### config.mk
export PLATFORM = sky130hd
export DESIGN_NAME = epc_top
export DESIGN_NICKNAME = d
export VERILOG_FILES = /design/src/rtl/epc_pkg.sv /design/src/rtl/epc_guard.sv /design/src/rtl/epc_top.sv
export VERILOG_INCLUDE_DIRS = /design/src /design/src/rtl
export SDC_FILE = /design/constraint.sdc
export NUM_CORES = 1
export LEC_CHECK = 0
export BUFFER_PORTS_ARGS = -buffer_cell sky130_fd_sc_hd__buf_2
export CAP_MARGIN = 5
export CORE_AREA = 4 4 52 54
export CTS_CLUSTER_SIZE = 30
export DETAILED_ROUTE_END_ITERATION = 10
export DIE_AREA = 0 0 56 58
export GPL_ROUTABILITY_DRIVEN = 0
export GPL_TIMING_DRIVEN = 0
export PLACE_DENSITY = 0.74
export SYNTH_ARGS = -nofsm -noshare
export SYNTH_HDL_FRONTEND = slang
export SYNTH_SLANG_ARGS = --single-unit
### constraint.sdc
create_clock -name mclk -period 1.18 [get_ports mclk]
set_input_delay 0.236 -clock mclk [delete_from_list [all_inputs] [get_ports mclk]]
set_output_delay 0.236 -clock mclk [all_outputs]
set_load 0.01 [all_outputs]
### src/rtl/epc_map.svh
/*
 Offsets, field positions, reset values and codes for the programming control block.
 Assumes inclusion by bare name; definitions only.
*/
`ifndef EPC_MAP_SVH
`define EPC_MAP_SVH
`define EPC_ADDR_UNLOCK 8'h91
`define EPC_ADDR_BIAS 8'hA2
`define EPC_ADDR_VGEN 8'hF3
`define EPC_UNLOCK_CODE 6'h3B
`define EPC_UNLOCK_RST 6'h00
`define EPC_BIAS_RST 1'b0
`define EPC_VGEN_RST 8'h00
`define EPC_BIT_PWR 7
`define EPC_BIT_PUMPCK 6
`define EPC_UPPER_LO 6'h10
`define EPC_UPPER_HI 6'h27
`endif

### src/rtl/epc_pkg.sv
/*
 Types for the programming control block.
 Assumes nothing of its surroundings.
*/
package epc_pkg;
    typedef logic [5:0] epc_addr_t;
    typedef logic [7:0] epc_byte_t;
endpackage

### src/rtl/epc_guard.sv
/*
 Protection check for one programming request address.
 Assumes the unlock field is held in a register by the caller.
*/
`include "epc_map.svh"
module epc_guard (
    input wire logic [5:0] unlock_code_field,
    input wire logic [5:0] req_addr,
    output logic upper_hit,
    output logic allowed
);
    always_comb begin
        upper_hit = (req_addr >= `EPC_UPPER_LO) && (req_addr <= `EPC_UPPER_HI);
        allowed = !upper_hit || (unlock_code_field == `EPC_UNLOCK_CODE);
    end
endmodule

### src/rtl/epc_top.sv
/*
 Nonvolatile programming control registers on the extended special register bus.
 Assumes a synchronous byte write strobe from the core and one 100 MHz clock.
*/
`include "epc_map.svh"
module epc_top (
    input wire logic mclk,
    input wire logic rstn,
    input wire logic timer_rst,
    input wire logic reg_we,
    input wire logic [7:0] reg_addr,
    input wire logic [7:0] reg_wdata,
    input wire logic prog_req,
    input wire logic [5:0] prog_addr,
    output logic prog_grant,
    output logic prog_refused,
    output logic bias_power_bit,
    output logic rf_detector_power,
    output logic generator_power_bit,
    output logic pump_clock_select,
    output logic [5:0] generator_level_field,
    output logic [7:0] antenna_tuning_ctrl
);
    logic rst_s1_q;
    logic rst_s2_q;
    logic rst_n;
    logic [5:0] unlock_q;
    logic bias_q;
    epc_pkg::epc_byte_t vgen_q;
    logic allowed;
    logic upper_hit;
    logic wr_unlock;
    logic wr_bias;
    logic wr_vgen;

    // Reset release through two stages
    always_ff @(posedge mclk or negedge rstn) begin
        if (!rstn) begin
            rst_s1_q <= 1'b0;
            rst_s2_q <= 1'b0;
        end else begin
            rst_s1_q <= 1'b1;
            rst_s2_q <= rst_s1_q;
        end
    end
    assign rst_n = rst_s2_q;

    // One write decode per mapped address; others dropped
    always_comb begin
        wr_unlock = reg_we && (reg_addr == `EPC_ADDR_UNLOCK);
        wr_bias = reg_we && (reg_addr == `EPC_ADDR_BIAS);
        wr_vgen = reg_we && (reg_addr == `EPC_ADDR_VGEN);
    end

    // Unlock vector cleared by power-on and timer reset
    always_ff @(posedge mclk or negedge rst_n) begin
        if (!rst_n) begin
            unlock_q <= `EPC_UNLOCK_RST;
        end else if (timer_rst) begin
            unlock_q <= `EPC_UNLOCK_RST;
        end else if (wr_unlock) begin
            unlock_q <= reg_wdata[5:0];
        end
    end

    // Bias bit keeps its value over timer reset
    always_ff @(posedge mclk or negedge rst_n) begin
        if (!rst_n) begin
            bias_q <= `EPC_BIAS_RST;
        end else if (wr_bias) begin
            bias_q <= reg_wdata[`EPC_BIT_PWR];
        end
    end

    // Generator control keeps its value over timer reset
    always_ff @(posedge mclk or negedge rst_n) begin
        if (!rst_n) begin
            vgen_q <= `EPC_VGEN_RST;
        end else if (wr_vgen) begin
            vgen_q <= reg_wdata;
        end
    end

    assign bias_power_bit = bias_q;
    assign rf_detector_power = bias_q;
    assign generator_power_bit = vgen_q[`EPC_BIT_PWR];
    assign pump_clock_select = vgen_q[`EPC_BIT_PUMPCK];
    assign generator_level_field = vgen_q[5:0];
    assign antenna_tuning_ctrl = vgen_q;

    epc_guard u_guard (
        .unlock_code_field(unlock_q),
        .req_addr(prog_addr),
        .upper_hit(upper_hit),
        .allowed(allowed)
    );

    // Grant combinational with the request
    assign prog_grant = prog_req && allowed;
    assign prog_refused = prog_req && !allowed;

    // Request protection checks
    a_upper_locked: assert property (
        @(posedge mclk) disable iff (!rst_n)
        (prog_req && upper_hit && unlock_q != `EPC_UNLOCK_CODE) |-> !prog_grant && prog_refused
    ) else $error("locked upper request granted");
    a_upper_open: assert property (
        @(posedge mclk) disable iff (!rst_n)
        (prog_req && unlock_q == `EPC_UNLOCK_CODE) |-> prog_grant
    ) else $error("unlocked request not granted");
    a_lower_open: assert property (
        @(posedge mclk) disable iff (!rst_n)
        (prog_req && !upper_hit) |-> prog_grant && !prog_refused
    ) else $error("lower request not granted");
    a_grant_excl: assert property (
        @(posedge mclk) disable iff (!rst_n)
        prog_req |-> prog_grant != prog_refused
    ) else $error("grant and refusal not exclusive");
    a_req_idle: assert property (
        @(posedge mclk) disable iff (!rst_n)
        !prog_req |-> !prog_grant && !prog_refused
    ) else $error("answer without request");
    a_refuse_cause: assert property (
        @(posedge mclk) disable iff (!rst_n)
        prog_refused |-> upper_hit && unlock_q != `EPC_UNLOCK_CODE
    ) else $error("request refused without lock");

    // Unlock register checks
    a_unlock_write: assert property (
        @(posedge mclk) disable iff (!rst_n)
        (wr_unlock && !timer_rst) |=> unlock_q == $past(reg_wdata[5:0])
    ) else $error("unlock write lost");
    a_unlock_timer: assert property (
        @(posedge mclk) disable iff (!rst_n)
        timer_rst |=> unlock_q == `EPC_UNLOCK_RST
    ) else $error("unlock not cleared by timer reset");
    a_unlock_hold: assert property (
        @(posedge mclk) disable iff (!rst_n)
        !(wr_unlock || timer_rst) |=> $stable(unlock_q)
    ) else $error("unlock changed without write");

    // Bias register checks
    a_bias_write: assert property (
        @(posedge mclk) disable iff (!rst_n)
        wr_bias |=> bias_power_bit == $past(reg_wdata[`EPC_BIT_PWR])
    ) else $error("bias bit not updated");
    a_bias_hold: assert property (
        @(posedge mclk) disable iff (!rst_n)
        !wr_bias |=> $stable(bias_power_bit)
    ) else $error("bias bit changed without write");
    a_bias_shared: assert property (
        @(posedge mclk) disable iff (!rst_n)
        rf_detector_power == bias_power_bit
    ) else $error("bias and detector power differ");
    a_detector_write: assert property (
        @(posedge mclk) disable iff (!rst_n)
        wr_bias |=> rf_detector_power == $past(reg_wdata[`EPC_BIT_PWR])
    ) else $error("detector power not updated");

    // Generator register checks
    a_gen_write: assert property (
        @(posedge mclk) disable iff (!rst_n)
        wr_vgen |=> generator_power_bit == $past(reg_wdata[`EPC_BIT_PWR])
        && generator_level_field == $past(reg_wdata[5:0])
    ) else $error("generator control not updated");
    a_gen_power_hold: assert property (
        @(posedge mclk) disable iff (!rst_n)
        !wr_vgen |=> $stable(generator_power_bit)
    ) else $error("generator power changed without write");
    a_gen_hold: assert property (
        @(posedge mclk) disable iff (!rst_n)
        !wr_vgen |=> $stable(generator_level_field)
    ) else $error("level changed without write");
    a_gen_shared: assert property (
        @(posedge mclk) disable iff (!rst_n)
        antenna_tuning_ctrl == {generator_power_bit, pump_clock_select, generator_level_field}
    ) else $error("tuning and generator bits differ");
    a_tuning_write: assert property (
        @(posedge mclk) disable iff (!rst_n)
        wr_vgen |=> antenna_tuning_ctrl == $past(reg_wdata)
    ) else $error("tuning control not updated");
    a_pump_write: assert property (
        @(posedge mclk) disable iff (!rst_n)
        wr_vgen |=> pump_clock_select == $past(reg_wdata[`EPC_BIT_PUMPCK])
    ) else $error("pump select not updated");
    a_tuning_hold: assert property (
        @(posedge mclk) disable iff (!rst_n)
        !wr_vgen |=> $stable(antenna_tuning_ctrl)
    ) else $error("tuning changed without write");
endmodule

==> impl_metrics.json, run 1 <==
{
  "status": "finished with violations",
  "violations": "setup timing",
  "fp.dieArea_sq_mm": 0.00325,
  "worstReg2RegStart": "antenna_tuning_ctrl[4]",
  "die_x_um": 56,
  "syn_to_final_growth_pct": 50.4,
  "yosysTopAreaCell": "dfrtp_1",
  "max_clock_freq_mhz": 635,
  "synthTopCellsByArea": "dfrtp_1, mux2_2, buf_4",
  "synthAdderAreaFrac": 0,
  "synth_xor_area_frac": 0,
  "arrival_ns": 1.34,
  "synth-seq-cells": 17,
  "antenna_left": 0,
  "path_class": "register to primary output",
  "tightest_slew_ns": 0.666,
  "maxSlewViolCount": 0,
  "cts_root_buf": "clkbuf_4",
  "setup_ws_ns": -0.394,
  "cts_max_path_buffers": 2,
  "worstPathRequired_ns": 0.94,
  "rr_worst_depth": 2,
  "reg2reg_setup_slack_ns": 0.28,
  "synth_simple_gate_area_frac": 0.179,
  "synth-compound-area-share": 0.0952,
  "cts.clk_slew.worst_paths_ns": 0.10,
  "fin_cells": 154,
  "yosys_warnings": 0,
  "final.setup_skew_ns": 0.000634,
  "io_pins": 47,
  "route.met3.wl_um": 175,
  "synth-edff-count": 0,
  "syn_area_sq_um": 855,
  "synth_fp_nets": 103,
  "crit_start": "unlock_q[2]",
  "drc": 0,
  "ir_drop_mv": 0.613,
  "num-nets-final": 154,
  "drt-met1-wl_um": 922,
  "grt_pass1_wl_um": 3480,
  "mostFrequentLayoutCell": "buf_2",
  "ys.flop_type": "dfrtp_1",
  "async_flop_share": 1.00,
  "port_buffers": 43,
  "setup.worst_path.end_class": "primary output",
  "critPathLaunchType": "register",
  "finalSetupViolations": 2,
  "avgSynthCellArea_sq_um": 11.2,
  "top_layer": "met4",
  "routed_wirelength_um": 2190,
  "powerDensity_mw_per_mm2": 889,
  "core_area_sq_mm": 0.00221,
  "start_util": 0.386,
  "cts.sinks": 17,
  "cts_tree": "yes",
  "hold_path.class": "input pin to register",
  "routed_via_density": 5.19,
  "layout_common_cells": "buf_2, dfrtp_1, buf_6",
  "hold_viol_final": 0,
  "yosysUniqueCellTypes": 25,
  "syn_inst": 76,
  "grt_max_degree": 16,
  "grt_antenna_before_repair": 0,
  "min_period_ns": 1.57,
  "drive_gt1_frac": 0.571,
  "finalSetupTns_ns": -0.708,
  "synthMuxAreaShare": 0.119,
  "clk-insertion-delay-late_ns": 0.28,
  "total_power_mw": 1.14,
  "wl_per_cell_um": 14.2,
  "rows": 17,
  "dr.pass1.iters": 4,
  "crit_path_end": "prog_grant",
  "yosys.area.top_type_share": 0.498,
  "ys_seq_area_frac": 0.498,
  "maxSlewHeadroom": 0.553,
  "cts_buffers": 3,
  "drt_iter0_markers": 12,
  "num_vias": 799,
  "period_share": 1.33,
  "crit_path_max_fanout": 2,
  "rsz0062_at_grt": "yes",
  "die_h_um": 58,
  "grt_pass1_vias": 809,
  "max_cap_viol_count": 0,
  "synth_top_family_by_area": "simple AND/OR/NAND/NOR gates",
  "htree_num_levels": 1,
  "groute.usage.overall": 0.135,
  "overflow": 0,
  "power_leakage_nw": 0.649,
  "timing.rr.end": "antenna_tuning_ctrl[4]",
  "dp_hpwl_um": 1570,
  "numPlacedInstances": 147,
  "insertedDiodeCount": 0,
  "route.met2.wl_um": 1070
}
[final cells by class]
type / instances / area [sq um]
Clock buffer: 3 / 22.5
Clock inverter: 1 / 5.00
Fill cell: 195 / 927
Inverter: 1 / 3.75
Sequential cell: 17 / 425
Timing Repair Buffer: 50 / 330
Multi-Input combinational cell: 46 / 388
Buffer: 8 / 75.1
Tap cell: 28 / 35.0
[flip-flops by register name, indices dropped and copies added (netlist names)]
register,count
antenna_tuning_ctrl,8
bias_power_bit,1
rst_n,1
rst_s1_q,1
unlock_q,6
[through the flow]
step / hold WS [ns] / cell area, sq um / worst slack (ns) / util
4_1_cts: 0.168 / 1230 / -0.401 / 0.558
3_3_place_gp: 0.0237 / 1110 / -0.388 / 0.502
5_1_grt: 0.170 / 1280 / -0.452 / 0.581
2_1_floorplan: -0.0596 / 861 / -0.130 / -
3_5_place_dp: 0.0236 / 1110 / -0.412 / 0.502
6_report: 0.176 / 1280 / -0.394 / 0.581
[worst max-delay path, cell delays in order (launching register included)]
cell      delay [ns]
dfrtp_1         0.38
nand4b_1        0.22
o22ai_2         0.19
and2_1          0.14
buf_2           0.12
[worst min path at each step]
stage	slack (ns)	end	depth (start not counted)	start
floorplan	-0.06	rst_n	0	rstn
global placement	0.02	rst_s1_q	1	rstn
detailed placement	0.02	rst_n	1	rstn
CTS	0.17	unlock_q[2]	2	timer_rst
global route	0.17	unlock_q[3]	2	timer_rst
finish	0.18	antenna_tuning_ctrl[6]	2	reg_wdata[6]
[cells by family (layout without fill, tap and decap cells)]
group | count (synthesis) | in the layout
buffers and inverters | 13 | 63
and+or+nand+nor | 23 | 23
DFF | 17 | 17
other | 1 | 1
AOI/OAI and AO/OA | 13 | 13
muxes | 9 | 9
[layer usage]
metal | vias to the layer above | track usage
met4 | 0 | 0.0610
li1 | 370 | -
met5 | - | 0
met3 | 4 | 0.0312
met1 | 379 | 0.166
met2 | 46 | 0.227
[cell usage after synthesis (2+ instances only)]
cell type   n
nand2_1     3
dfrtp_1    17
a21oi_1     6
buf_4       9
o31ai_1     6
mux2_2      9
nand4_1     6
nor3_1      2
or3_1       2
[repair_timing]
item	in CTS	in global routing
buffers inserted	4	2
setup endpoints to repair	19	18
endpoints found under the hold margin	2	0
resized for setup	13	12
hold buffers	1	0
pin swaps	3	3
[where the power goes]
group          switching (mW)  leakage, nW  internal [mW]
Combinational          0.0908        0.400          0.121
Sequential             0.0242        0.231          0.600
Clock                   0.180       0.0177          0.126
(Power assumes the default switching activity.)
==> run 2, diff against run 1 <==
--- a/config.mk
+++ b/config.mk
@@ -8,13 +8,13 @@
 export LEC_CHECK = 0
 export BUFFER_PORTS_ARGS = -buffer_cell sky130_fd_sc_hd__buf_2
 export CAP_MARGIN = 5
-export CORE_AREA = 4 4 52 54
+export CORE_AREA = 4 4 54 51
 export CTS_CLUSTER_SIZE = 30
 export DETAILED_ROUTE_END_ITERATION = 10
-export DIE_AREA = 0 0 56 58
+export DIE_AREA = 0 0 58 55
 export GPL_ROUTABILITY_DRIVEN = 0
 export GPL_TIMING_DRIVEN = 0
-export PLACE_DENSITY = 0.74
+export PLACE_DENSITY = 0.75
 export SYNTH_ARGS = -nofsm -noshare
 export SYNTH_HDL_FRONTEND = slang
 export SYNTH_SLANG_ARGS = --single-unit
==> run 2 against run 1 <==
Net effect:
- the run still ends with setup timing left
- maximum frequency is 0.51% higher
- critical path depth stayed put
- combinational power hardly changed
- first-iteration DRC count is 58% higher
- design area is 0.78% higher
- cell count is 0.65% lower
- register-to-register slack hardly changed
- wire length is 10% lower
- critical path type unchanged
- largest power group unchanged
- highest routed layer unchanged
==> impl_metrics.json, run 2 (synthesis results as in run 1) <==
{
  "maxSlewViolCount": 0,
  "critPathLaunchType": "register",
  "rows": 16,
  "syn_to_final_growth_pct": 51.5,
  "crit_start": "unlock_q[2]",
  "powerDensity_mw_per_mm2": 883,
  "finalSetupViolations": 2,
  "grt_pass1_wl_um": 3070,
  "violations": "setup timing",
  "maxSlewHeadroom": 0.588,
  "htree_num_levels": 1,
  "final.setup_skew_ns": 0.000991,
  "drc": 0,
  "mostFrequentLayoutCell": "buf_2",
  "cts_max_path_buffers": 2,
  "io_pins": 47,
  "power.switching_mw": 0.285,
  "period_share": 1.33,
  "start_util": 0.395,
  "core_area_sq_mm": 0.00216,
  "die_h_um": 55,
  "drt_iter0_markers": 19,
  "largest_reg_flops": 8,
  "swShare": 0.249,
  "cts_tree": "yes",
  "total_power_mw": 1.14,
  "multi_input_area_sq_um": 378,
  "rsz0062_at_grt": "yes",
  "status": "finished with violations",
  "drive_gt1_frac": 0.556,
  "grt_antenna_before_repair": 0,
  "tightest_slew_ns": 0.610,
  "rr_worst_depth": 2,
  "hold_viol_final": 0,
  "wl_per_cell_um": 12.9,
  "clkPwrFrac": 0.267,
  "routed_via_density": 5.01,
  "regArea_sq_um": 425,
  "max_stage_delay_ns": 0.40,
  "num-nets-final": 154,
  "grt_max_degree": 16,
  "path_class": "register to primary output",
  "use_met2": 0.216,
  "cts.sinks": 17,
  "num_vias": 766,
  "pwr-share-comb": 0.188,
  "setup.worst_path.end_class": "primary output",
  "worstReg2RegStart": "antenna_tuning_ctrl[5]",
  "critical_path.cell_chain": "nand4b_1 -> o22ai_2 -> and2_1 -> buf_2",
  "cts_buffers": 3,
  "grt_pass1_vias": 695,
  "cts.clk_slew.worst_paths_ns": 0.09,
  "crit_path_max_fanout": 2,
  "overflow": 0,
  "fp.dieArea_sq_mm": 0.00319,
  "port_buffers": 43,
  "antenna_left": 0,
  "dp_hpwl_um": 1540,
  "fill_cells": 186,
  "die_x_um": 58,
  "hold_path.startpoint": "reg_wdata[6]",
  "insertedDiodeCount": 0,
  "p_int_mw": 0.858,
  "holdPathStages": 2,
  "min_period_ns": 1.57,
  "met1_usage": 0.161,
  "ir_drop_mv": 0.854,
  "clk-insertion-delay-late_ns": 0.28,
  "hold_path.class": "input pin to register",
  "seqPwrFrac": 0.545,
  "layout_common_cells": "buf_2, buf_6, dfrtp_1",
  "groute.usage.overall": 0.128,
  "max_cap_viol_count": 0,
  "cts_root_buf": "clkbuf_4",
  "whs_ns": 0.178,
  "crit_slowest_cell": "dfrtp_1",
  "worstPathRequired_ns": 0.94,
  "setup_ws_ns": -0.386,
  "max_clock_freq_mhz": 639,
  "use_met3": 0.0464,
  "arrival_ns": 1.33,
  "grt.busiest_layer": "met2",
  "routed_wirelength_um": 1970,
  "power_leakage_nw": 0.645,
  "dr.pass1.iters": 4
}
[run 2: worst paths after layout]
path / slack [ns] / to
hold reg to reg: 0.24 / antenna_tuning_ctrl[1]
setup / recovery: -0.39 / prog_grant
min in group asynchronous: 0.24 / antenna_tuning_ctrl[1]
max in group asynchronous: 0.56 / unlock_q[5]
setup reg to reg: 0.28 / antenna_tuning_ctrl[5]
hold / removal: 0.18 / antenna_tuning_ctrl[6]
[run 2: cell type report]
type	instances	area share
sequential	17	0.329
multi-input combinational	46	0.292
timing repair buffer	48	0.255
buffer	10	0.0754
tap	27	0.0261
clock buffer	4	0.0203
inverter	1	0.00290
[run 2: critical path, delay by kind of cell (launching register included)]
kind / cells / cell delay [ns]
compound gates: 1 / 0.18
buf+inv: 1 / 0.12
flops: 1 / 0.40
simple gates: 2 / 0.35
[run 2: timing repair]
item / CTS / global route
hold endpoints to repair: 2 / 0
setup buffers: 4 / 0
hold buffers: 1 / 0
pin swaps: 3 / 2
resized for setup: 21 / 4
setup endpoints to repair: 19 / 15
[run 2: power groups by stage]
stage	logic [mW]	registers, mW	clock network, mW
floorplan	0.0770	0.637	0
global placement	0.171	0.631	0
detailed placement	0.175	0.634	0
CTS	0.214	0.624	0.316
global route	0.232	0.629	0.349
finish	0.214	0.624	0.305
[run 2: stage by stage]
step	std cells	instance area, sq um	TNS [ns]	setup WS [ns]	utilization
floorplan	76	861	-1.07	-0.130	-
global placement	146	1110	-4.10	-0.361	0.513
detailed placement	146	1110	-4.49	-0.394	0.513
CTS	154	1280	-0.710	-0.384	0.594
global route	153	1290	-1.11	-0.479	0.599
finish	153	1290	-0.706	-0.386	0.599
[run 2: metal layers]
metal	up-vias	wire length (um)	part of all wire
li1	369	-	-
met2	42	876	0.44
met3	2	217	0.11
met1	353	872	0.44
met4	0	8	0.0041
met5	-	0	0
